### src/core/disk_port_pkg.sv
// constants and carrier types for the drive-port controller
// assumes a 20 MHz clock and active-low drive cable signalling
package disk_port_pkg;

  // *****************************************************
  // timing
  // *****************************************************
  localparam int CLK_HZ         = 20_000_000;
  localparam int STEP_PULSE_NS  = 1000;
  localparam int STEP_PULSE_CYC = (STEP_PULSE_NS * (CLK_HZ / 1_000_000) + 999) / 1000;
  localparam int STEP_GAP_NS    = 3000;
  localparam int STEP_GAP_CYC   = (STEP_GAP_NS * (CLK_HZ / 1_000_000) + 999) / 1000;
  localparam int CNT_W          = 8;
  localparam logic [CNT_W-1:0] PULSE_CNT = CNT_W'(STEP_PULSE_CYC);
  localparam logic [CNT_W-1:0] GAP_CNT   = CNT_W'(STEP_GAP_CYC);
  localparam logic [3:0] HEAD_MAX = 4'hE;

  // *****************************************************
  // carriers
  // *****************************************************
  typedef struct packed {
    logic       readyN;
    logic       seekDoneN;
    logic       trackZeroN;
    logic       faultN;
    logic       indexN;
    logic       selectedN;
  } fixedStat_t;

  typedef struct packed {
    logic       readyN;
    logic       trackZeroN;
    logic       protectN;
    logic       indexN;
  } floppyStat_t;

  typedef struct packed {
    logic       floppy;   // 1 = floppy port, 0 = fixed port
    logic [1:0] unit;     // drive number minus one
    logic       enable;   // select a drive at all
    logic [3:0] head;     // fixed-drive head
    logic       side;     // floppy side
    logic       motorOn;  // floppy spindle
  } driveCfg_t;

  typedef enum logic [1:0] {ST_IDLE, ST_PULSE, ST_GAP} stepState_t;

endpackage : disk_port_pkg

### src/core/disk_port_ctrl.sv
// drive-side controller for one fixed-disk port and one floppy port
// assumes drive status inputs are synchronous to clk; user side is
// a simple level/strobe interface from the disk sequencer
`timescale 1ns/1ps

// Summary of operation
// - fixed drive pulls seek-settled low when heads settle
// - fixed drive outer-cylinder line low exactly at cylinder zero
// - fault low inhibits writes and steps; deselecting clears it
// - fixed track-start pulses every revolution; only falling edge counts
// - fixed step moves heads; direction high outward, low inward
// - floppy index pulse once per revolution, about 200 ms
// - floppy direction high away from centre, low toward it
// - floppy drive flags track zero on its outer-track line
// - floppy protection line low while diskette is write protected
// - floppy ready only with diskette in and motor at speed
// - fixed drive answers selected only at its programmed number
module disk_port_ctrl (
  input  wire logic                        clk,
  input  wire logic                        resetn,
  // user side
  input  wire disk_port_pkg::driveCfg_t    cfg,
  input  wire logic                        stepReq,
  input  wire logic                        stepOut,
  input  wire logic                        writeReq,
  input  wire logic                        writeBit,
  output logic                             stepBusy,
  output logic                             driveUsable,
  output logic                             writeActive,
  output logic                             indexPulse,
  output logic                             fluxPulse,
  output logic                             atTrackZero,
  output logic                             faultSeen,
  // fixed drive cable
  input  wire disk_port_pkg::fixedStat_t   fixStat,
  output logic                             fixWriteGateN,
  output logic                             fixStepN,
  output logic                             fixDirIn,
  output logic [1:0]                       fixSelectN,
  output logic [3:0]                       fixHeadN,
  output logic                             mfmWrPlus,
  output logic                             mfmWrMinus,
  input  wire logic                        mfmRdPlus,
  input  wire logic                        mfmRdMinus,
  // floppy cable
  input  wire disk_port_pkg::floppyStat_t  flpStat,
  input  wire logic                        flpReadData,
  output logic [3:0]                       flpSelectN,
  output logic                             flpMotorN,
  output logic                             flpDir,
  output logic                             flpStepN,
  output logic                             flpWriteDataN,
  output logic                             flpWriteGateN,
  output logic                             flpSideN
);
  import disk_port_pkg::*;

  // *****************************************************
  // helpers
  // *****************************************************
  // one-hot active-low select; only one line can ever be low
  function automatic logic [3:0] sel_decode(input logic en, input logic [1:0] u);
    logic [3:0] s;
    s = 4'hF;
    if (en)
      s[u] = 1'b0;
    return s;
  endfunction

  // *****************************************************
  // status qualification
  // *****************************************************
  logic fixSel;
  logic ready;
  logic inhibit;
  logic idxPrev_q;
  logic idxPrev_d;
  logic rdPrev_q;
  logic rdPrev_d;
  logic [3:0] fixSelAll;

  // the fixed port only has two select lines, so units 2 and 3 pick nothing there
  assign fixSel    = cfg.enable && !cfg.floppy && !cfg.unit[1];
  assign fixSelAll = sel_decode(fixSel, cfg.unit);

  // ready, settled and selected all needed for the fixed drive
  always_comb
  begin
    if (!cfg.enable)
      ready = 1'b0;
    else if (cfg.floppy)
      ready = !flpStat.readyN;
    else
      ready = !fixStat.readyN && !fixStat.seekDoneN && !fixStat.selectedN;
  end

  // fault or protect blocks motion and recording
  always_comb
  begin
    if (cfg.floppy)
      inhibit = !flpStat.protectN;
    else
      inhibit = !fixStat.faultN;
  end

  // *****************************************************
  // step sequencer
  // *****************************************************
  stepState_t       st_q;
  stepState_t       st_d;
  logic [CNT_W-1:0] cnt_q;
  logic [CNT_W-1:0] cnt_d;
  logic             dir_q;
  logic             dir_d;

  // direction is set on the same edge the pulse starts and held through the gap
  always_comb
  begin
    st_d  = st_q;
    cnt_d = cnt_q;
    dir_d = dir_q;
    case (st_q)
      ST_IDLE:
      begin
        if (stepReq && ready && !inhibit)
        begin
          st_d  = ST_PULSE;
          cnt_d = PULSE_CNT;
          dir_d = stepOut;
        end
      end
      ST_PULSE:
      begin
        if (cnt_q <= 1)
        begin
          st_d  = ST_GAP;
          cnt_d = GAP_CNT;
        end
        else
          cnt_d = cnt_q - 1'b1;
      end
      ST_GAP:
      begin
        if (cnt_q <= 1)
          st_d = ST_IDLE;
        else
          cnt_d = cnt_q - 1'b1;
      end
      default: st_d = ST_IDLE;
    endcase
  end

  always_ff @(posedge clk or negedge resetn)
  begin
    if (!resetn)
    begin
      st_q  <= ST_IDLE;
      cnt_q <= '0;
      dir_q <= 1'b1;
    end
    else
    begin
      st_q  <= st_d;
      cnt_q <= cnt_d;
      dir_q <= dir_d;
    end
  end

  // *****************************************************
  // write path and events
  // *****************************************************
  logic wrOn_d;
  logic mfmPlus_d;
  logic flpWd_d;
  logic [3:0] head;

  assign head = (cfg.head > HEAD_MAX) ? HEAD_MAX : cfg.head;

  // a fault mid-write drops the gate at the next clock edge
  always_comb
  begin
    wrOn_d    = writeReq && ready && !inhibit;
    mfmPlus_d = wrOn_d && !cfg.floppy && writeBit;
    flpWd_d   = !(wrOn_d && cfg.floppy && writeBit);
    idxPrev_d = cfg.floppy ? flpStat.indexN : fixStat.indexN;
    rdPrev_d  = cfg.floppy ? flpReadData : (mfmRdPlus && !mfmRdMinus);
  end

  always_ff @(posedge clk or negedge resetn)
  begin
    if (!resetn)
    begin
      idxPrev_q     <= 1'b1;
      rdPrev_q      <= 1'b0;
      writeActive   <= 1'b0;
      fixWriteGateN <= 1'b1;
      flpWriteGateN <= 1'b1;
      mfmWrPlus     <= 1'b0;
      mfmWrMinus    <= 1'b1;
      flpWriteDataN <= 1'b1;
      fixStepN      <= 1'b1;
      flpStepN      <= 1'b1;
      fixDirIn      <= 1'b1;
      flpDir        <= 1'b1;
      fixSelectN    <= 2'h3;
      flpSelectN    <= 4'hF;
      fixHeadN      <= 4'hF;
      flpMotorN     <= 1'b1;
      flpSideN      <= 1'b1;
      stepBusy      <= 1'b0;
      driveUsable   <= 1'b0;
      indexPulse    <= 1'b0;
      fluxPulse     <= 1'b0;
      atTrackZero   <= 1'b0;
      faultSeen     <= 1'b0;
    end
    else
    begin
      idxPrev_q     <= idxPrev_d;
      rdPrev_q      <= rdPrev_d;
      writeActive   <= wrOn_d;
      fixWriteGateN <= !(wrOn_d && !cfg.floppy);
      flpWriteGateN <= !(wrOn_d && cfg.floppy);
      mfmWrPlus     <= mfmPlus_d;
      mfmWrMinus    <= !mfmPlus_d;
      flpWriteDataN <= flpWd_d;
      fixStepN      <= !(st_d == ST_PULSE && !cfg.floppy);
      flpStepN      <= !(st_d == ST_PULSE && cfg.floppy);
      fixDirIn      <= dir_d;
      flpDir        <= dir_d;
      // deselecting the fixed drive clears its latched fault
      fixSelectN    <= fixSelAll[1:0];
      flpSelectN    <= sel_decode(cfg.enable && cfg.floppy, cfg.unit);
      fixHeadN      <= ~head;
      flpMotorN     <= !cfg.motorOn;
      flpSideN      <= !cfg.side;
      stepBusy      <= st_d != ST_IDLE;
      driveUsable   <= ready;
      indexPulse    <= idxPrev_q && !idxPrev_d;
      fluxPulse     <= !rdPrev_q && rdPrev_d;
      atTrackZero   <= cfg.floppy ? !flpStat.trackZeroN : !fixStat.trackZeroN;
      faultSeen     <= !cfg.floppy && !fixStat.faultN;
    end
  end

  // *****************************************************
  // checks
  // *****************************************************
  property p_gate_blocked;
    @(posedge clk) disable iff (!resetn)
    (inhibit || !ready) |=> (fixWriteGateN && flpWriteGateN);
  endproperty
  a_gate_blocked: assert property (p_gate_blocked) else $error("write gate while blocked");

  property p_one_select;
    @(posedge clk) disable iff (!resetn)
    $countones({~fixSelectN, ~flpSelectN}) <= 1;
  endproperty
  a_one_select: assert property (p_one_select) else $error("two drives selected");

  property p_step_fault;
    @(posedge clk) disable iff (!resetn)
    (st_q == ST_IDLE && stepReq && inhibit) |=> fixStepN && flpStepN;
  endproperty
  a_step_fault: assert property (p_step_fault) else $error("step under fault");

  property p_mfm_idle;
    @(posedge clk) disable iff (!resetn)
    fixWriteGateN |-> (!mfmWrPlus && mfmWrMinus);
  endproperty
  a_mfm_idle: assert property (p_mfm_idle) else $error("mfm pair not idle");

  property p_index_edge;
    @(posedge clk) disable iff (!resetn)
    (cfg.floppy == $past(cfg.floppy) && !cfg.floppy && $fell(fixStat.indexN)) |=> indexPulse;
  endproperty
  a_index_edge: assert property (p_index_edge) else $error("index edge missed");

  property p_fix_gate;
    @(posedge clk) disable iff (!resetn)
    !fixWriteGateN |-> $past(writeReq && !cfg.floppy);
  endproperty
  a_fix_gate: assert property (p_fix_gate) else $error("fixed gate without request");

  property p_head_code;
    @(posedge clk) disable iff (!resetn)
    ##1 (fixHeadN == ~$past(head));
  endproperty
  a_head_code: assert property (p_head_code) else $error("head lines wrong");

  property p_motor;
    @(posedge clk) disable iff (!resetn)
    cfg.motorOn |=> !flpMotorN;
  endproperty
  a_motor: assert property (p_motor) else $error("motor line wrong");

endmodule // disk_port_ctrl

### config.mk
export PLATFORM = sky130hd
export DESIGN_NAME = disk_port_ctrl
export DESIGN_NICKNAME = d
export VERILOG_FILES = /design/src/core/disk_port_pkg.sv /design/src/core/disk_port_ctrl.sv
export SDC_FILE = /design/constraint.sdc
export NUM_CORES = 1
export LEC_CHECK = 0
export BUFFER_PORTS_ARGS = -buffer_cell sky130_fd_sc_hd__buf_2
export CORE_ASPECT_RATIO = 0.7
export CORE_UTILIZATION = 40
export CTS_BUF_LIST = sky130_fd_sc_hd__clkbuf_4
export DETAILED_ROUTE_END_ITERATION = 16
export GPL_TIMING_DRIVEN = 0
export PLACE_DENSITY = 0.68
export SETUP_SLACK_MARGIN = 0.3
export SYNTH_ARGS = -nofsm -noshare
export SYNTH_HDL_FRONTEND = slang
export SYNTH_SLANG_ARGS = --single-unit
### constraint.sdc
create_clock -name clk -period 2.06 [get_ports clk]
set_clock_uncertainty 0.1 [all_clocks]
set_input_delay 0.206 -clock clk [delete_from_list [all_inputs] [get_ports clk]]
set_output_delay 0.206 -clock clk [all_outputs]
set_load 0.01 [all_outputs]
**Yosys cells after proc, flatten, opt, wreduce, memory -nomap -nowiden**

Index checks and enable logic that the tools add are counted.

- Bits in registers: 39
- Output and inout port bits: 28

- Add/sub/neg operators: 1
- Order comparisons: 4
- Equal/unequal tests: 5
- Multiplexer cells: 19
- Bitwise logic cells: 2
- Reductions and logical operators: 47

Operators by type and width:

| operator | number |
|---|---|
| $mux W8 | 3 |
| $pmux W8 S3 | 1 |
| $logic_not A1 Y1 | 22 |
| $logic_and A1 B1 Y1 | 20 |
| $le A8 B1 Y1 const B | 1 |
| $mux W2 | 4 |
| $mux W4 | 2 |
| $not A4 Y4 | 2 |
| $sub A8 B1 Y8 const B | 1 |
| $mux W1 | 7 |
| $pmux W2 S3 | 1 |
| $eq A2 B1 Y1 const B | 2 |
| $gt A4 B4 Y1 const B | 1 |
| $ne A2 B2 Y1 const B | 2 |
| $lt A2 B3 Y1 const B | 1 |
| $reduce_and A3 Y1 | 1 |
| $reduce_bool A3 Y1 | 1 |
| $demux W1 S2 | 1 |
| $eq A2 B2 Y1 const B | 1 |
| $ge A2 B1 Y1 const B | 1 |
| $logic_not A2 Y1 | 1 |
| $reduce_and A2 Y1 | 1 |
| $reduce_bool A2 Y1 | 1 |

**Logic depth before layout (Yosys ltp)**

Gate-level depths: netlist (run 1).

- Word-level depth: 12
- Gate-level depth with buffers: 8

**Worst setup path after synthesis (run 1)**

Ideal clock, no wire load.

- Kind: register to register
- Start: register cnt_q[0]
- End: register cnt_q[1]
- Data arrival time: 1.930 ns
- Path slack: -0.044 ns
- Cell stages (with the launch flop): 9
- Path buffers: 1
- Period minus slack after synthesis: 2.104 ns
- Cells stage by stage: dfrtp_1 -> inv_1 -> ha_1 -> or2_4 -> and3_4 -> buf_6 -> a211o_4 -> or3_1 -> o21ai_2

- Cells in the longest elaborated chain, start to end: 3
- Elaborated cells between the ends (all ways): 7
- Classes of those cells: add/sub: 1; order compare: 1; eq/ne: 1; mux: 3; reduce/logical: 1

RTL lines:

| element | line | text |
|---|---|---|
| from (decl) | disk_port_ctrl.sv:111 | `logic [CNT_W-1:0] cnt_q;` |
| from (signal assigned) | disk_port_ctrl.sv:164 | `cnt_q <= cnt_d;` |
| $sub A8 B1 Y8 / $le A8 B1 Y1 (equally long branches) | -- |  |
| $mux W8, or another cell as far along | disk_port_ctrl.sv:144 | `if (cnt_q <= 1)` |
| $pmux W8 S3 / $reduce_and A3 Y1 (equally long branches) | -- |  |

Parallel ways exist; a longest one is shown, timed or not. The select of a mux whose other input is x is not followed.
A chain may end at the register's enable or synchronous reset.

**Worst setup path after layout (run 1)**

Ends and elaborated chain as after synthesis.

==> summary.md, run 1 <==
| Metric | Value |
|---|---|
| Sequential Area | 1000 um^2 |
| ANT cells | 0 |
| TritonCTS clock tree | built |
| Cell area after layout | 2660 um^2 |
| Worst-path clk slew | 0.12 ns |
| Largest net degree at the start of global routing | 40 |
| Crit-path slowest cell | dfrtp_1 |
| Synth area leaders | dfstp_2 (29%), dfrtp_1 (26%), ha_1 (4.1%), inv_1 (2.9%), nand2_1 (2.1%) |
| Synthesized netlist cell count | 155 |
| Logic pwr share | 51.3% |
| Num CTS Buffers | 5 |
| PortBufs | 55 |
| Half-perimeter wire length after detailed placement | 2640 um |
| Io pins | 57 |
| Global-route wire length before repair | 6820 um |
| Leakage Power | 0.00122 uW |
| RSZ-0062 raised after global routing | yes |
| Outcome | finished, violations left |
| Worst vdd ir | 0.877 mV |
| Vias per cell | 4.94 |
| Final global-route overflow total | 0 |
| Top-count cell post-synth | dfstp_2 |
| HP Class | primary input to register |
| Pwr/cell area | 1070 nW/um^2 |
| Worst Max-Slew Pin Slew | 0.839 ns |
| Nets@finish | 293 |
| FMAX | 0.477 GHz |
| H-tree levels | 2 |
| Placer Congestion | 0.803 |
| Yosys cell types | 49 |
| Fillcell total | 371 |
| Cell taking the most area after synthesis | dfstp_2 |
| Worst reg2reg endpoint | cnt_q[1] |
| # setup viols final | 2 |
| Die Span Y | 58.4 um |
| Clock latency on the worst-skew pair | 0.35 ns |
| Hold_sp | cfg[6] |
| Max stage delay on crit path | 0.42 ns |
| Data required time of the critical path | 2.26 ns |
| 1st-iter DRT viols | 70 |
| Reg power frac | 34.4% |
| Vias in the first global route | 1464 |
| Clock Tree Root | clkbuf_4 |
| Core Area | 4350 um^2 |
| Rel. slew slack | 44.1% |
| Die width | 82.6 um |
| Initial Utilization | 41.8% |
| Area share of the largest cell type after synthesis | 28.9% |
| Mapped Area | 1820 um^2 |
| Worst slack, placed | -0.0850 ns |
| Area taken by multi-input logic gates | 786 um^2 |
| Max Root-Sink Buffers | 2 |
| Internal power | 1810 uW |
| YS warnings | 0 |
| Via count | 1551 |
| Drt first pass iters | 8 |
| Synth cell count leaders | dfstp_2 (20), dfrtp_1 (19), inv_1 (14) |
| Total GRT Usage | 19.8% |
| Placed cell areas | 2180 um^2 |
| Synth-to-layout area growth | 46.0% |
| MaxCap Viol Count | 0 |
| Clock Sinks | 39 |
| Crit path kind | register to register |
| Launching element type of the critical path | register |
| Flop-to-flop setup slack | -0.04 ns |
| Die ar. | 4820 um^2 |
| Syn Nets | 190 |
| Ys flop type | dfstp_2 |
| Wire per inst | 13.8 um |
| R2R Path Start | cnt_q[0] |
| Final Hold Vio Count | 0 |
| Final worst path period share | 102% |
| Antenna violations before repair | 0 |
| EDFF count, synth | 0 |
| Final min period | 2.10 ns |
| Net Sw Frac | 36.2% |
| Final worst slack | -0.0380 ns |
| Worst path cell trace | inv_2 > ha_4 > or2_4 > and3_4 > buf_8 > a211o_4 > or3_4 > o21ai_2 |
| NetSw | 1030 uW |
| Rows | 20 |
| Worst Reg-to-Reg Cells | 8 |
| Share of layout cells above drive strength 1 | 52.1% |
| Setup crit end kind | register |
| Failing checks | setup timing |
| Routed WL | 4350 um |
| Worst-path maximum fanout | 5 |
| Hold depth | 2 |
| Post-route ant nets | 0 |
| Async S/R FF share, synth | 100% |
| Sequential area share after synthesis | 55.1% |
| Drc violations | 0 |
| Yosys reg bits | 39 |
| Clk pwr share | 14.3% |
| Critical path arrival | 2.29 ns |
| Slew Limit Fails | 0 |
| Hold Crit Endpoint | driveUsable |
| Mapped Avg Cell Area | 11.7 um^2 |
| Hold slack | 0.0251 ns |
cell type report:
cell class                 instances  share of cell area [%]
multi-input combinational         96                    29.6
clock inverter                     2                   0.471
clock buffer                       6                    1.70
timing repair buffer              96                    24.1
buffer                             6                    1.79
inverter                          14                    1.98
sequential                        39                    37.8
tap                               55                    2.59
how the worst max path moves through the flow:
stage,end,startpoint,depth (start not counted),slack [ns]
floorplan,cnt_q[1],cnt_q[0],8,0.02
global placement,cnt_q[1],cnt_q[0],8,-0.07
detailed placement,cnt_q[1],cnt_q[0],8,-0.08
CTS,cnt_q[1],cnt_q[1],8,-0.02
global route,cnt_q[1],cnt_q[1],8,-0.1
finish,cnt_q[1],cnt_q[0],8,-0.04
stage by stage:
step	setup TNS (ns)	util, %	power (uW)	std cells
after floorplan	0	-	1740	155
final	-0.0528	61.0	2840	314
after detailed placement	-0.209	50.0	1990	265
after global placement	-0.136	50.0	1980	265
after global routing	-0.324	61.0	3010	314
after CTS	-0.0156	58.9	2640	307
logic make-up (layout without fill, tap and decap cells):
kind of cell    after synthesis  count (layout)  share of synthesized area [%]
compound gates               32              32                           15.0
fa+ha+maj                     6               6                           4.13
buf+inv                      20             124                           5.23
flops                        39              39                           55.1
mux                           4               4                           2.41
simple gates                 54              54                           18.2
critical path, delay by kind of cell, from the launching register on:
family                   cells  cell delay (ns)
AND/OR/NAND/NOR              3             0.76
buffers and inverters        2             0.19
adder cells (fa/ha/maj)      1             0.15
flip-flops                   1             0.42
AO/OA/AOI/OAI                2             0.41
routing by layer:
layer  GRT usage, %  vias up  part of all wire, %  routed length [um]
met5              0        -                    0                   0
met4           10.8        0                  2.5                 110
met3           4.65       13                  5.2                 226
met2           31.8       56                   48                2100
met1           24.7      724                   44                1910
li1               -      758                    -                   -
power groups by stage:
| stage | Clock, uW | Sequential, uW | Combinational [uW] |
|---|---|---|---|
| after floorplan | 0 | 1000 | 736 |
| after global placement | 0 | 990 | 985 |
| after detailed placement | 0 | 991 | 994 |
| after CTS | 413 | 977 | 1250 |
| after global routing | 448 | 991 | 1570 |
| final | 406 | 975 | 1450 |
flip-flops by register name (all words and copies together) (netlist names), 2 cells and up:
name and count:
cnt_q 8, fixHeadN 4, flpSelectN 4, fixSelectN 2
st_q 2
placed cells by master, fill, tap and decap left out, types with 6 or more instances in the layout:
master / count
buf_2: 56
dlygate4sd3_1: 21
buf_4: 20
dfstp_2: 20
dfrtp_1: 17
inv_1: 12
nand2_1: 10
nor2_1: 7
nor2b_1: 6
clkbuf_4: 6
timing repair:
item / CTS / global route
setup buffers: 13 / 7
endpoints found under the hold margin: 39 / 0
hold buffers: 21 / 0
setup endpoints to repair: 12 / 12
gates cloned: 0 / 0
gates resized for setup: 10 / 9
pin swaps: 7 / 8
Note: power is estimated with default switching activity, not from simulation.
==> run 2, diff against run 1 <==
--- a/config.mk
+++ b/config.mk
@@ -10,6 +10,7 @@
 export CORE_UTILIZATION = 40
 export CTS_BUF_LIST = sky130_fd_sc_hd__clkbuf_4
 export DETAILED_ROUTE_END_ITERATION = 16
+export GPL_ROUTABILITY_DRIVEN = 0
 export GPL_TIMING_DRIVEN = 0
 export PLACE_DENSITY = 0.68
 export SETUP_SLACK_MARGIN = 0.3
==> constraint.sdc (replaced) <==
create_clock -name clk -period 2.06 [get_ports clk]
set_clock_uncertainty 0.1 [all_clocks]
set_input_delay 0.309 -clock clk [delete_from_list [all_inputs] [get_ports clk]]
set_output_delay 0.309 -clock clk [all_outputs]
set_load 0.01 [all_outputs]
==> run 2 against run 1 <==
- the run still ends with setup timing left
- combinational power is essentially flat
- hold slack lost 0.0034 ns
- first-iteration DRC count shrank 23%
- count of clock-buffer cells in the layout is the same
==> summary.md, run 2 (same netlist as run 1, synthesis figures left out) <==
| Metric | Value |
|---|---|
| # setup viols final | 2 (unchanged) |
| Num CTS Buffers | 5 (unchanged) |
| Die Span Y | 58.4 um (unchanged) |
| Worst-path maximum fanout | 5 (unchanged) |
| Clock latency on the worst-skew pair | 0.35 ns (about the same) |
| Most flops, register | cnt_q |
| 1st-iter DRT viols | 54 (-23%) |
| Pwr/cell area | 1100 nW/um^2 (+3.1%) |
| Initial Utilization | 41.8% (unchanged) |
| MaxCap Viol Count | 0 (unchanged) |
| Hold Crit Endpoint | atTrackZero |
| Worst Max-Slew Pin Slew | 0.822 ns (-0.0167 ns) |
| Worst vdd ir | 0.863 mV (-1.6%) |
| Total negative setup slack | -0.0485 ns (+0.00435 ns) |
| Clock Tree Root | clkbuf_4 |
| Data required time of the critical path | 2.25 ns (about the same) |
| Nets@finish | 281 (-4.1%) |
| Worst reg2reg endpoint | cnt_q[1] |
| Final Hold Vio Count | 0 (unchanged) |
| Vias in the first global route | 1365 (-6.8%) |
| Max stage delay on crit path | 0.39 ns (-0.03 ns) |
| Die ar. | 4820 um^2 (unchanged) |
| Biggest regs | cnt_q (8), fixHeadN (4), flpSelectN (4) |
| Io pins | 57 (unchanged) |
| Synth-to-layout area growth | 39.6% |
| Post-route ant nets | 0 (unchanged) |
| Core Area | 4350 um^2 (unchanged) |
| Drt first pass iters | 8 (unchanged) |
| Wire per inst | 12.9 um (-6.6%) |
| Final worst slack | -0.0354 ns (+0.00256 ns) |
| Vias per cell | 4.91 (-0.65%) |
| Antenna violations before repair | 0 (unchanged) |
| Cell family with most CP delay | simple AND/OR/NAND/NOR gates |
| Slew Limit Fails | 0 (unchanged) |
| Setup crit end kind | register |
| R2R Path Start | cnt_q[1] |
| Flop-to-flop setup slack | -0.04 ns (about the same) |
| Worst Reg-to-Reg Cells | 8 (unchanged) |
| Final global-route overflow total | 0 (unchanged) |
| Outcome | finished, violations left |
| Clock Sinks | 39 (unchanged) |
| Most common cell after layout, fill and taps aside | buf_2 |
| Critical path arrival | 2.29 ns (about the same) |
| TritonCTS clock tree | built |
| Routed WL | 3900 um (-10%) |
| Launching element type of the critical path | register |
| Half-perimeter wire length after detailed placement | 2640 um (unchanged) |
| Share of layout cells above drive strength 1 | 55.1% (+2.9 points) |
| Worst path cell trace | inv_2 > ha_2 > or2_4 > and3_4 > buf_8 > a211o_4 > or3_4 > o21ai_2 |
| Rel. slew slack | 45.2% (+1.1 points) |
| Rows | 20 (unchanged) |
| Most frequent cells in the layout | buf_2 (56), buf_4 (20), dfstp_2 (20) |
| Final worst path period share | 102% (-0.12 points) |
| Total GRT Usage | 17.9% (-1.8 points) |
| Final min period | 2.10 ns (-0.00256 ns) |
| H-tree levels | 2 (unchanged) |
| Crit path kind | register to register |
| Largest net degree at the start of global routing | 40 (unchanged) |
| Hold depth | 2 (unchanged) |
| Failing checks | setup timing |
| Max Root-Sink Buffers | 2 (unchanged) |
| Fin util | 58.3% (-2.7 points) |
| Crit-path slowest cell | dfrtp_1 |
| Global-route wire length before repair | 6200 um (-9.1%) |
| Via count | 1482 (-4.4%) |
| Hold slack | 0.0217 ns (-0.00340 ns) |
| ANT cells | 0 (unchanged) |
| RSZ-0062 raised after global routing | yes |
| Drc violations | 0 (unchanged) |
| Worst Path Buf+Inv | 2 (unchanged) |
| Worst-path clk slew | 0.11 ns (about the same) |
| Die width | 82.6 um (unchanged) |
| Leakage Power | 0.00117 uW (-3.9%) |
| FMAX | 0.477 GHz (+0.12%) |
| PortBufs | 55 (unchanged) |
| Hold_sp | flpStat[2] |
| Number of flip-flops in the largest register | 8 (unchanged) |
| HP Class | primary input to register |
## run 2: cell types whose count changed in the layout (fill, tap and decap cells not counted), sizes merged
cell / delta
dlygate4sd3: -12
## run 2: through the flow
step | instance area (um^2) | instances | setup slack (ns) | power, uW
final | 2540 | 302 | -0.0354 | 2790
after global routing | 2540 | 302 | -0.0961 | 2990
after CTS | 2430 | 294 | -0.0156 | 2620
after detailed placement | 2180 | 265 | -0.0850 | 1990
after global placement | 2180 | 265 | -0.0700 | 1980
after floorplan | 1830 | 155 | 0.0194 | 1740
## run 2: final cells by class
cell class | instances | area, um^2
timing repair buffer | 84 | 519
buffer | 6 | 47.5
sequential | 39 | 1000
clock inverter | 2 | 12.5
tap | 55 | 68.8
inverter | 14 | 52.6
clock buffer | 6 | 45.0
fill | 393 | 1820
multi-input combinational | 96 | 788
## run 2: how the worst max path moves through the flow
stage	start	end	slack (ns)	cells past startpoint
final	cnt_q[1]	cnt_q[1]	-0.04	8
after global routing	cnt_q[1]	cnt_q[1]	-0.1	8
after CTS	cnt_q[1]	cnt_q[1]	-0.02	8
after detailed placement	cnt_q[0]	cnt_q[1]	-0.08	8
after global placement	cnt_q[0]	cnt_q[1]	-0.07	8
after floorplan	cnt_q[0]	cnt_q[1]	0.02	8
## run 2: where the power goes
part | switching, uW | internal [uW]
logic | 666 | 756
clock network | 254 | 145
registers | 81.7 | 892
## run 2: timing repair
action                     in CTS  in global routing
setup buffers                  13                  7
setup endpoints to repair      12                 12
gates cloned                    0                  0
hold endpoints to repair       26                  1
hold buffers                    8                  1
pin swaps                       7                  8
gates resized for setup        10                 10
## run 2: routing by layer
metal,GRT usage (%),up-vias,share of wire [%]
met5,0,-,0
met4,9.85,0,2.0
met3,4.81,9,5.4
met2,27.0,45,46
met1,23.5,698,47
li1,-,730,-
